### src/shared/fpws_cfg.svh
// Offsets, field positions, keys and reset values of the page write sequencer.
// Assumes inclusion by bare name from the design files.
`ifndef FPWS_CFG_SVH
`define FPWS_CFG_SVH

// ==========================================================================
// Register offsets (byte addresses, one aligned word each)
`define FPWS_OFS_CTL 8'h00
`define FPWS_OFS_STA 8'h04
`define FPWS_OFS_AUX 8'h08
`define FPWS_OFS_LAT 8'h0C

// ==========================================================================
// Field positions
`define FPWS_CTL_KEY_MSB 7
`define FPWS_CTL_KEY_LSB 4
`define FPWS_CTL_MAP_BIT 3
`define FPWS_CTL_MODE_HI 2
`define FPWS_CTL_MODE_LO 1
`define FPWS_CTL_BUSY_BIT 0
`define FPWS_STA_SEQUENCE_ERROR_FLAG_BIT 0
`define FPWS_STA_LOADED_BIT 1
`define FPWS_AUX_BOOTEN_BIT 0
`define FPWS_LAT_ADDR_MSB 23
`define FPWS_LAT_ADDR_LSB 8
`define FPWS_LAT_DATA_MSB 7
`define FPWS_LAT_DATA_LSB 0

// ==========================================================================
// Unlock keys, sizes, map base, reset values
`define FPWS_KEY_ARM 4'h5
`define FPWS_KEY_LAUNCH 4'hA
`define FPWS_LATCH_DEPTH 128
`define FPWS_CODE_AW 16
`define FPWS_BOOT_BASE 16'hF800
`define FPWS_LATCH_CLR_VAL 8'hFF
`define FPWS_RST_KEY 4'h0
`define FPWS_RST_BIT 1'b0
`define FPWS_RESP_OKAY 2'h0
`define FPWS_RESP_SLVERR 2'h2

`endif

### src/shared/fpws_pkg.sv
// Types shared by the page write sequencer files.
// Assumes nothing of its surroundings.
package fpws_pkg;

  // ==========================================================================
  // Sequencer states and space select codes
  typedef enum logic [3:0] {
    FPWS_IDLE  = 4'b0001,
    FPWS_DELAY = 4'b0010,
    FPWS_ERASE = 4'b0100,
    FPWS_PROG  = 4'b1000
  } fpws_state_t;

  typedef enum logic [1:0] {
    FPWS_SP_USER  = 2'b00,
    FPWS_SP_XROW  = 2'b01,
    FPWS_SP_FUSE  = 2'b10,
    FPWS_SP_CLEAR = 2'b11
  } fpws_space_t;

endpackage : fpws_pkg

### src/hw/fpws_col_latch.sv
// Column latch page: byte store with per-byte loaded markers and page address.
// Assumes writes are blocked by the caller while a write operation runs.
`timescale 1ns/1ps
`default_nettype none
`include "fpws_cfg.svh"

module fpws_col_latch #(
  parameter int DEPTH = `FPWS_LATCH_DEPTH,
  parameter int AW = `FPWS_CODE_AW,
  parameter int IW = $clog2(DEPTH)
) (
  input wire logic sys_clk,
  input wire logic rst,
  input wire logic wr_en,
  input wire logic [AW-1:0] wr_addr,
  input wire logic [7:0] wr_data,
  input wire logic clr,
  input wire logic [IW-1:0] rd_idx,
  output logic [7:0] rd_data,
  output logic rd_loaded,
  output logic any_loaded,
  output logic [AW-IW-1:0] page
);

  // ==========================================================================
  // Markers and page
  logic [7:0] mem [DEPTH];
  logic [DEPTH-1:0] loaded;
  logic [DEPTH-1:0] next_loaded;
  logic [AW-IW-1:0] next_page;

  always_comb begin
    next_loaded = loaded;
    next_page = page;
    if (clr) begin
      next_loaded = '0;
    end else if (wr_en) begin
      next_loaded[wr_addr[IW-1:0]] = 1'b1;
      next_page = wr_addr[AW-1:IW];
    end
  end

  always_ff @(posedge sys_clk) begin
    if (rst) begin
      loaded <= '0;
      page <= '0;
    end else begin
      loaded <= next_loaded;
      page <= next_page;
    end
  end

  // ==========================================================================
  // Byte store; no reset, stale bytes are never used without a marker
  always_ff @(posedge sys_clk) begin
    if (clr) begin
      for (int i = 0; i < DEPTH; i++) begin
        mem[i] <= `FPWS_LATCH_CLR_VAL;
      end
    end else if (wr_en) begin
      mem[wr_addr[IW-1:0]] <= wr_data;
    end
  end

  assign rd_data = mem[rd_idx];
  assign rd_loaded = loaded[rd_idx];
  assign any_loaded = |loaded;

endmodule : fpws_col_latch
`default_nettype wire

### src/hw/fpws_top.sv
// Flash page write sequencer: AXI4-Lite registers, unlock decode, erase/program walk.
// Assumes a flash array port that takes one byte operation per valid/ready handshake,
// and a core that reports on the same clock whether code runs from the boot array.
// What this block does
// - Operation starts second cycle after unlock pair
// - Busy clears when erase and program finish
// - Boot map enable maps boot array high
// - Latches take 1 to 128 bytes, any order
// - Last loaded address gives the page
// - Erase loaded bytes first, then program them
// - Unloaded latch bytes are never touched
// - Launch with empty latches sets sequence error, except a clear-space launch
// - Latch writes ignored while operation runs
// - Keys 50h/A0h program user space
// - Keys 52h/A2h program extra row
// - Keys 54h/A4h program security byte
// - Keys 56h/A6h clear latches only
// - Latches clear after successful write
// - Unlock works only from boot array
// - Unlock pair consecutive with same space bits
// - Space bits select user, row, fuse, clear
// - Arm key not followed by launch errs
// - Error cleared by software or completion
//
// Local design decisions: register access over AXI4-Lite and the placing of the registers.
`timescale 1ns/1ps
`default_nettype none
`include "fpws_cfg.svh"

module fpws_top #(
  parameter int AXI_AW = 8,
  parameter int DEPTH = `FPWS_LATCH_DEPTH
) (
  input wire logic sys_clk,
  input wire logic rst,
  input wire logic [AXI_AW-1:0] s_axi_awaddr,
  input wire logic s_axi_awvalid,
  output logic s_axi_awready,
  input wire logic [31:0] s_axi_wdata,
  input wire logic [3:0] s_axi_wstrb,
  input wire logic s_axi_wvalid,
  output logic s_axi_wready,
  output logic [1:0] s_axi_bresp,
  output logic s_axi_bvalid,
  input wire logic s_axi_bready,
  input wire logic [AXI_AW-1:0] s_axi_araddr,
  input wire logic s_axi_arvalid,
  output logic s_axi_arready,
  output logic [31:0] s_axi_rdata,
  output logic [1:0] s_axi_rresp,
  output logic s_axi_rvalid,
  input wire logic s_axi_rready,
  input wire logic exec_from_boot,
  input wire logic [`FPWS_CODE_AW-1:0] code_addr,
  output logic boot_sel,
  output logic fl_valid,
  input wire logic fl_ready,
  output logic fl_erase,
  output var fpws_pkg::fpws_space_t fl_space,
  output logic [`FPWS_CODE_AW-1:0] fl_addr,
  output logic [7:0] fl_data,
  output logic write_in_progress_flag
);
  import fpws_pkg::*;

  localparam int IW = $clog2(DEPTH);
  localparam int CAW = `FPWS_CODE_AW;
  localparam logic [AXI_AW-1:0] OFS_CTL = AXI_AW'(`FPWS_OFS_CTL);
  localparam logic [AXI_AW-1:0] OFS_STA = AXI_AW'(`FPWS_OFS_STA);
  localparam logic [AXI_AW-1:0] OFS_AUX = AXI_AW'(`FPWS_OFS_AUX);
  localparam logic [AXI_AW-1:0] OFS_LAT = AXI_AW'(`FPWS_OFS_LAT);

  function automatic logic addr_known(input logic [AXI_AW-1:0] a);
    return (a == OFS_CTL) || (a == OFS_STA) || (a == OFS_AUX) || (a == OFS_LAT);
  endfunction : addr_known

  // ==========================================================================
  // AXI4-Lite write channel
  logic aw_ok, next_aw_ok, w_ok, next_w_ok, bvalid, next_bvalid;
  logic [AXI_AW-1:0] aw_addr, next_aw_addr;
  logic [31:0] w_data, next_w_data;
  logic [3:0] w_strb, next_w_strb;
  logic [1:0] bresp, next_bresp;
  logic wr_go;

  assign s_axi_awready = !aw_ok && !bvalid;
  assign s_axi_wready = !w_ok && !bvalid;
  assign s_axi_bvalid = bvalid;
  assign s_axi_bresp = bresp;
  assign wr_go = aw_ok && w_ok && !bvalid;

  always_comb begin
    next_aw_ok = aw_ok;
    next_aw_addr = aw_addr;
    next_w_ok = w_ok;
    next_w_data = w_data;
    next_w_strb = w_strb;
    next_bvalid = bvalid;
    next_bresp = bresp;
    if (s_axi_awvalid && s_axi_awready) begin
      next_aw_ok = 1'b1;
      next_aw_addr = s_axi_awaddr;
    end
    if (s_axi_wvalid && s_axi_wready) begin
      next_w_ok = 1'b1;
      next_w_data = s_axi_wdata;
      next_w_strb = s_axi_wstrb;
    end
    if (wr_go) begin
      next_aw_ok = 1'b0;
      next_w_ok = 1'b0;
      next_bvalid = 1'b1;
      next_bresp = addr_known(aw_addr) ? `FPWS_RESP_OKAY : `FPWS_RESP_SLVERR;
    end else if (bvalid && s_axi_bready) begin
      next_bvalid = 1'b0;
    end
  end

  always_ff @(posedge sys_clk) begin
    if (rst) begin
      aw_ok <= 1'b0;
      aw_addr <= '0;
      w_ok <= 1'b0;
      w_data <= '0;
      w_strb <= '0;
      bvalid <= 1'b0;
      bresp <= `FPWS_RESP_OKAY;
    end else begin
      aw_ok <= next_aw_ok;
      aw_addr <= next_aw_addr;
      w_ok <= next_w_ok;
      w_data <= next_w_data;
      w_strb <= next_w_strb;
      bvalid <= next_bvalid;
      bresp <= next_bresp;
    end
  end

  // ==========================================================================
  // Register state and unlock decode
  logic [3:0] ctl_key, next_ctl_key;
  logic ctl_map, next_ctl_map, aux_en, next_aux_en, sequence_error_flag, next_sequence_error_flag;
  fpws_space_t ctl_mode, next_ctl_mode, armed_mode, next_armed_mode;
  fpws_space_t run_mode, next_run_mode;
  logic armed, next_armed, boot_q, next_boot_q;
  fpws_state_t st, next_st;
  logic [IW-1:0] idx, next_idx;
  logic is_ctl, launch_go, seq_bad, seq_set, seq_done, sw_clr, lat_we, lat_clr;
  logic busy, advance, lat_any, rd_loaded;
  logic [3:0] key;
  fpws_space_t wr_mode;
  logic [CAW-IW-1:0] page;
  logic [7:0] rd_data;

  assign key = w_data[`FPWS_CTL_KEY_MSB:`FPWS_CTL_KEY_LSB];
  assign wr_mode = fpws_space_t'(w_data[`FPWS_CTL_MODE_HI:`FPWS_CTL_MODE_LO]);
  assign is_ctl = wr_go && (aw_addr == OFS_CTL) && w_strb[0];
  assign sw_clr = wr_go && (aw_addr == OFS_STA) && w_strb[0] && w_data[`FPWS_STA_SEQUENCE_ERROR_FLAG_BIT];
  // Blocked from launch until the walk ends, so the captured page stays intact
  assign lat_we = wr_go && (aw_addr == OFS_LAT) && w_strb[0] && ctl_map && (st == FPWS_IDLE);
  assign busy = (st == FPWS_ERASE) || (st == FPWS_PROG);
  assign write_in_progress_flag = busy;

  always_comb begin
    next_ctl_key = ctl_key;
    next_ctl_map = ctl_map;
    next_ctl_mode = ctl_mode;
    next_aux_en = aux_en;
    next_armed = armed;
    next_armed_mode = armed_mode;
    launch_go = 1'b0;
    seq_bad = 1'b0;
    if (is_ctl) begin
      next_ctl_key = key;
      next_ctl_map = w_data[`FPWS_CTL_MAP_BIT];
      next_ctl_mode = wr_mode;
    end
    if (wr_go && (aw_addr == OFS_AUX) && w_strb[0]) begin
      next_aux_en = w_data[`FPWS_AUX_BOOTEN_BIT];
    end
    if (wr_go) begin
      if (armed) begin
        next_armed = 1'b0;
        if (is_ctl && (key == `FPWS_KEY_LAUNCH) && (wr_mode == armed_mode)) begin
          // Ignored, not an error, when code runs outside the boot array
          launch_go = exec_from_boot && (st == FPWS_IDLE);
        end else begin
          seq_bad = 1'b1;
          if (is_ctl && (key == `FPWS_KEY_ARM)) begin
            next_armed = 1'b1;
            next_armed_mode = wr_mode;
          end
        end
      end else if (is_ctl && (key == `FPWS_KEY_ARM)) begin
        next_armed = 1'b1;
        next_armed_mode = wr_mode;
      end
    end
  end

  // ==========================================================================
  // Erase and program walk over the latch page
  assign advance = busy && (!rd_loaded || fl_ready);

  always_comb begin
    next_st = st;
    next_idx = idx;
    next_run_mode = run_mode;
    seq_set = 1'b0;
    seq_done = 1'b0;
    lat_clr = 1'b0;
    unique case (st)
      FPWS_IDLE: begin
        if (launch_go) begin
          next_st = FPWS_DELAY;
          next_run_mode = armed_mode;
        end
      end
      FPWS_DELAY: begin
        next_idx = '0;
        if (run_mode == FPWS_SP_CLEAR) begin
          lat_clr = 1'b1;
          next_st = FPWS_IDLE;
        end else if (!lat_any) begin
          seq_set = 1'b1;
          next_st = FPWS_IDLE;
        end else begin
          next_st = FPWS_ERASE;
        end
      end
      FPWS_ERASE: begin
        if (advance) begin
          next_idx = IW'(idx + 1'b1);
          if (&idx) begin
            next_st = FPWS_PROG;
          end
        end
      end
      FPWS_PROG: begin
        if (advance) begin
          next_idx = IW'(idx + 1'b1);
          if (&idx) begin
            next_st = FPWS_IDLE;
            lat_clr = 1'b1;
            seq_done = 1'b1;
          end
        end
      end
    endcase
    // Set wins over either clear
    if (seq_set || seq_bad) begin
      next_sequence_error_flag = 1'b1;
    end else if (seq_done || sw_clr) begin
      next_sequence_error_flag = 1'b0;
    end else begin
      next_sequence_error_flag = sequence_error_flag;
    end
    next_boot_q = aux_en && (code_addr >= `FPWS_BOOT_BASE);
  end

  always_ff @(posedge sys_clk) begin
    if (rst) begin
      ctl_key <= `FPWS_RST_KEY;
      ctl_map <= `FPWS_RST_BIT;
      ctl_mode <= FPWS_SP_USER;
      aux_en <= `FPWS_RST_BIT;
      armed <= `FPWS_RST_BIT;
      armed_mode <= FPWS_SP_USER;
      run_mode <= FPWS_SP_USER;
      sequence_error_flag <= `FPWS_RST_BIT;
      boot_q <= `FPWS_RST_BIT;
      st <= FPWS_IDLE;
      idx <= '0;
    end else begin
      ctl_key <= next_ctl_key;
      ctl_map <= next_ctl_map;
      ctl_mode <= next_ctl_mode;
      aux_en <= next_aux_en;
      armed <= next_armed;
      armed_mode <= next_armed_mode;
      run_mode <= next_run_mode;
      sequence_error_flag <= next_sequence_error_flag;
      boot_q <= next_boot_q;
      st <= next_st;
      idx <= next_idx;
    end
  end

  assign boot_sel = boot_q;
  assign fl_valid = busy && rd_loaded;
  assign fl_erase = (st == FPWS_ERASE);
  assign fl_space = run_mode;
  assign fl_addr = {page, idx};
  assign fl_data = rd_data;

  fpws_col_latch #(.DEPTH(DEPTH), .AW(CAW)) u_latch (
    .sys_clk(sys_clk),
    .rst(rst),
    .wr_en(lat_we),
    .wr_addr(w_data[`FPWS_LAT_ADDR_MSB:`FPWS_LAT_ADDR_LSB]),
    .wr_data(w_data[`FPWS_LAT_DATA_MSB:`FPWS_LAT_DATA_LSB]),
    .clr(lat_clr),
    .rd_idx(idx),
    .rd_data(rd_data),
    .rd_loaded(rd_loaded),
    .any_loaded(lat_any),
    .page(page)
  );

  // ==========================================================================
  // AXI4-Lite read channel
  logic rvalid, next_rvalid;
  logic [31:0] rdata, next_rdata;
  logic [1:0] rresp, next_rresp;
  logic [31:0] rd_word;

  always_comb begin
    rd_word = '0;
    if (s_axi_araddr == OFS_CTL) begin
      rd_word[`FPWS_CTL_KEY_MSB:`FPWS_CTL_KEY_LSB] = ctl_key;
      rd_word[`FPWS_CTL_MAP_BIT] = ctl_map;
      rd_word[`FPWS_CTL_MODE_HI:`FPWS_CTL_MODE_LO] = ctl_mode;
      rd_word[`FPWS_CTL_BUSY_BIT] = busy;
    end else if (s_axi_araddr == OFS_STA) begin
      rd_word[`FPWS_STA_SEQUENCE_ERROR_FLAG_BIT] = sequence_error_flag;
      rd_word[`FPWS_STA_LOADED_BIT] = lat_any;
    end else if (s_axi_araddr == OFS_AUX) begin
      rd_word[`FPWS_AUX_BOOTEN_BIT] = aux_en;
    end
    next_rvalid = rvalid;
    next_rdata = rdata;
    next_rresp = rresp;
    if (s_axi_arvalid && s_axi_arready) begin
      next_rvalid = 1'b1;
      next_rdata = rd_word;
      next_rresp = addr_known(s_axi_araddr) ? `FPWS_RESP_OKAY : `FPWS_RESP_SLVERR;
    end else if (rvalid && s_axi_rready) begin
      next_rvalid = 1'b0;
    end
  end

  always_ff @(posedge sys_clk) begin
    if (rst) begin
      rvalid <= 1'b0;
      rdata <= '0;
      rresp <= `FPWS_RESP_OKAY;
    end else begin
      rvalid <= next_rvalid;
      rdata <= next_rdata;
      rresp <= next_rresp;
    end
  end

  assign s_axi_arready = !rvalid;
  assign s_axi_rvalid = rvalid;
  assign s_axi_rdata = rdata;
  assign s_axi_rresp = rresp;

  logic run_go;
  assign run_go = launch_go && lat_any && (armed_mode != FPWS_SP_CLEAR);
endmodule : fpws_top
`default_nettype wire

### config.mk
export PLATFORM = sky130hd
export DESIGN_NAME = fpws_top
export DESIGN_NICKNAME = d
export VERILOG_FILES = /design/src/shared/fpws_pkg.sv /design/src/hw/fpws_col_latch.sv /design/src/hw/fpws_top.sv
export VERILOG_INCLUDE_DIRS = /design/src /design/src/shared
export SDC_FILE = /design/constraint.sdc
export NUM_CORES = 2
export LEC_CHECK = 0
export BUFFER_PORTS_ARGS = -buffer_cell sky130_fd_sc_hd__buf_2
export CAP_MARGIN = 10
export CORE_UTILIZATION = 25
export CTS_BUF_LIST = sky130_fd_sc_hd__clkbuf_4 sky130_fd_sc_hd__clkbuf_8
export CTS_CLUSTER_DIAMETER = 30
export DETAILED_ROUTE_END_ITERATION = 16
export PLACE_DENSITY = 0.47
export SLEW_MARGIN = 20
export SYNTH_ARGS = -nofsm -noshare
export SYNTH_HDL_FRONTEND = slang
export SYNTH_SLANG_ARGS = --single-unit
### constraint.sdc
create_clock -name sys_clk -period 6.1 [get_ports sys_clk]
set_clock_uncertainty 0.1 [all_clocks]
set_input_delay 0.915 -clock sys_clk [delete_from_list [all_inputs] [get_ports sys_clk]]
set_output_delay 0.915 -clock sys_clk [all_outputs]
set_load 0.005 [all_outputs]
==> qor.json <==
{
  "cts_buffer_depth": 4,
  "number_of_rows_created_at_floorplan": 175,
  "max_freq_ghz": 0.178,
  "wire_length_of_the_first_global_routing_pass_um": 260000,
  "postRouteAntennaNets": 0,
  "final_nets": 4219,
  "gpl.final_weighted_congestion": 0.806,
  "post_synthesis_register_bit_count": 1241,
  "crit_top_cell": "sky130_fd_sc_hd__mux4_2",
  "vias_per_cell": 4.87,
  "antenna_found_initial": 9,
  "yosysUniqueCellTypes": 65,
  "critical_path_cell_with_the_highest_stage_delay": "sky130_fd_sc_hd__dfxtp_4",
  "final_period_minus_worst_setup_slack_ps": 5620,
  "worstPathBufferInverterCount": 2,
  "crit_arrival_ps": 4610,
  "first_pass_iters": 5,
  "hold_path_class": "primary input to flop",
  "synth.yosys.seq_area_share_pct": 61.4,
  "worstSetupStartpointType": "flop",
  "layout_worst_path_cycle_share_pct": 92.2,
  "grt_setup_unrepaired": "no",
  "insertion_delay_ps": 990,
  "grt_overflow": 0,
  "die_height_um": 480,
  "synthesis.instances": 4121,
  "io-pin-count": 148,
  "cts_tree": "yes",
  "timing.final.max_slew_violations": 0,
  "ys.flop_type": "sky130_fd_sc_hd__edfxtp_1",
  "worst-setup-path-type": "flop to primary output",
  "worst_vdd_ir_mv": 0.171,
  "core_region_area_mm2": 0.227,
  "leading_cell_type_in_the_layout_fill_and_taps_excluded": "sky130_fd_sc_hd__edfxtp_1",
  "layout-drive-gt1-share_pct": 31.4,
  "cts_resized": 0,
  "dr.max_layer_used": "met5",
  "worstPathMaxFanout": 25,
  "layout.cells.most_common_list": "sky130_fd_sc_hd__edfxtp_1 (1024), sky130_fd_sc_hd__or3_1 (774), sky130_fd_sc_hd__mux4_2 (355)",
  "outcome": "completed",
  "route.final.wire_length_um": 178000,
  "worstPathRequired_ps": 5080,
  "clock_sink_count": 1241,
  "synth.avg_cell_area_um2": 13.9,
  "crit_chain": "buf_4 > mux4_2 > mux4_2 > mux4_2 > mux2_2 > buf_2",
  "drc": 0,
  "post_drt_wl_per_cell_um": 24.2,
  "timing.final.ws_setup_ps": 478,
  "track_usage_pct": 15.3,
  "grt_pass1_vias": 37081,
  "num_vias": 35763,
  "floorplan.die_area_mm2": 0.231,
  "post_dp_hpwl_um": 105000,
  "place_ws_ps": 1280,
  "drt_first_iter_violations": 3043,
  "cts_max_level": 5,
  "initial_core_util_pct": 25.2,
  "synthesis.area_mm2": 0.0572,
  "report.final.setup_viol": 0,
  "grt_max_degree": 91,
  "post-cts-setup-buffers": 0,
  "synth_async_sr_flop_share_pct": 0,
  "relSlewSlack_pct": 23.5,
  "wl_met3_um": 9720,
  "p_leak_nw": 19.2,
  "synth_enable_flop_cells": 1024,
  "critical_path_max_stage_delay_ps": 790,
  "setup_tns_ps": 0,
  "power_density_over_the_cells_mw_per_mm2": 291,
  "cts_inserted_buffers": 279,
  "critPathTopFamily": "multiplexers",
  "hold_buffers": 24,
  "max_slew.worst_pin.slew_ps": 1150,
  "relative_area_change_from_synthesis_to_final_layout_pct": 16.1,
  "setup.worst_path.end_class": "primary output",
  "synth.yosys.warnings": 0,
  "clock_slew_at_reported_path_ffs_ps": 60,
  "final-hold-violation-count": 0,
  "cts-root-buf": "sky130_fd_sc_hd__clkbuf_8",
  "drt-met1-wl_um": 77200,
  "wl_met2_um": 86300,
  "cap_violations": 0,
  "die-width_um": 480,
  "placement.io_buffers": 99
}
## stage by stage
stage                     cells  hold WS [ps]  area [µm²]  total power, mW  utilization [%]
after floorplan            4146           334       57300             9.50                -
after global routing       7343          45.9       66300             19.9             29.2
after global placement     6844           343       60400             9.73             26.6
after CTS                  7341         0.506       66300             19.5             29.2
final                      7351           106       66400             19.3             29.2
after detailed placement   6844           344       60400             9.73             26.6
## worst min-delay path: cells and delay by family
kind            cells  cell delay (ps)
simple gates        1               60
buf+inv             1              100
compound gates      1               60
## cells in the mapped netlist (2+ instances only)
master	n	share of area, %
sky130_fd_sc_hd__or3_1	775	8.5
sky130_fd_sc_hd__nand3_1	89	0.78
sky130_fd_sc_hd__a21oi_1	107	0.94
sky130_fd_sc_hd__mux2i_1	50	0.88
sky130_fd_sc_hd__a221oi_1	2	0.031
sky130_fd_sc_hd__inv_1	8	0.053
sky130_fd_sc_hd__and3_1	6	0.066
sky130_fd_sc_hd__nor2_2	4	0.044
sky130_fd_sc_hd__xnor2_1	3	0.046
sky130_fd_sc_hd__nor2_1	188	1.2
sky130_fd_sc_hd__o22a_1	2	0.031
sky130_fd_sc_hd__nand2b_1	5	0.055
sky130_fd_sc_hd__nor4b_1	3	0.046
sky130_fd_sc_hd__nor3b_1	3	0.039
sky130_fd_sc_hd__nor4bb_1	4	0.070
sky130_fd_sc_hd__and3b_1	4	0.061
sky130_fd_sc_hd__buf_6	13	0.26
sky130_fd_sc_hd__nor3_1	9	0.079
sky130_fd_sc_hd__nand4_1	17	0.19
sky130_fd_sc_hd__a22oi_1	9	0.12
sky130_fd_sc_hd__nand2_2	2	0.022
sky130_fd_sc_hd__edfxtp_1	1024	54
sky130_fd_sc_hd__nor4_1	166	1.8
sky130_fd_sc_hd__o221ai_1	2	0.031
sky130_fd_sc_hd__buf_2	42	0.37
sky130_fd_sc_hd__buf_4	39	0.51
sky130_fd_sc_hd__and2_1	4	0.044
sky130_fd_sc_hd__mux4_2	355	14
sky130_fd_sc_hd__mux2_2	12	0.24
sky130_fd_sc_hd__a211oi_1	4	0.053
sky130_fd_sc_hd__nand2_1	164	1.1
sky130_fd_sc_hd__nand3b_1	3	0.039
sky130_fd_sc_hd__buf_1	12	0.079
sky130_fd_sc_hd__clkbuf_1	392	2.6
sky130_fd_sc_hd__dfxtp_1	217	7.6
sky130_fd_sc_hd__nor2b_1	15	0.16
sky130_fd_sc_hd__or2_2	324	3.5
sky130_fd_sc_hd__a2111oi_0	3	0.046
sky130_fd_sc_hd__and2_0	2	0.022
sky130_fd_sc_hd__o21ai_0	7	0.061
sky130_fd_sc_hd__o22ai_1	7	0.077
## worst paths after layout
kind	start	end	slack, ps	cells after the start
setup / recovery	flop	fl_data[3]	480	6
hold reg to reg	aw_addr[0]	aw_addr[0]	350	2
setup reg to reg	idx[0]	u_latch.mem[40][0]	1220	8
hold / removal	s_axi_wdata[21]	w_data[21]	110	3
## power breakdown
group / internal, mW / switching, mW / leakage (nW)
Clock: 5.84 / 3.92 / 2.95
Combinational: 0.0735 / 0.353 / 5.59
Sequential: 9.06 / 0.0798 / 10.7
Total: 15.0 / 4.35 / 19.2
## layer usage
| layer | GRT usage (%) | up-vias |
|---|---|---|
| met5 | 0 | - |
| met4 | 4.98 | 2 |
| met3 | 2.70 | 245 |
| met2 | 25.3 | 1145 |
| met1 | 20.0 | 18496 |
| li1 | - | 15875 |
## kinds of logic after synthesis
logic type,synth area share [%]
buf+inv,3.85
mux,15.1
simple gates,18.0
other cells,0.00656
compound gates,1.58
flops,61.4
xor+xnor,0.0460
fa+ha+maj,0.0219
## flip-flops by register name, summed over array words and instances, names as in the netlist, 2 cells and up, named ones only
name            cells
w_data             24
s_axi_rdata         8
armed_mode          2
fl_space            2
st                  4
u_latch.loaded    128
ctl_key             4
idx                 7
u_latch.mem      1024
u_latch.page        9
ctl_mode            2
aw_addr             8
## area by class of cell
cell class	count	area, µm²
inverter	9	33.8
fill	22895	161000
sequential	1241	35100
antenna	9	22.5
clock buffer	338	4370
timing repair buffer	212	1550
tap	3009	3760
clock inverter	135	1360
multi-input combinational	2398	20100
Power figures use the tool's default switching activity.
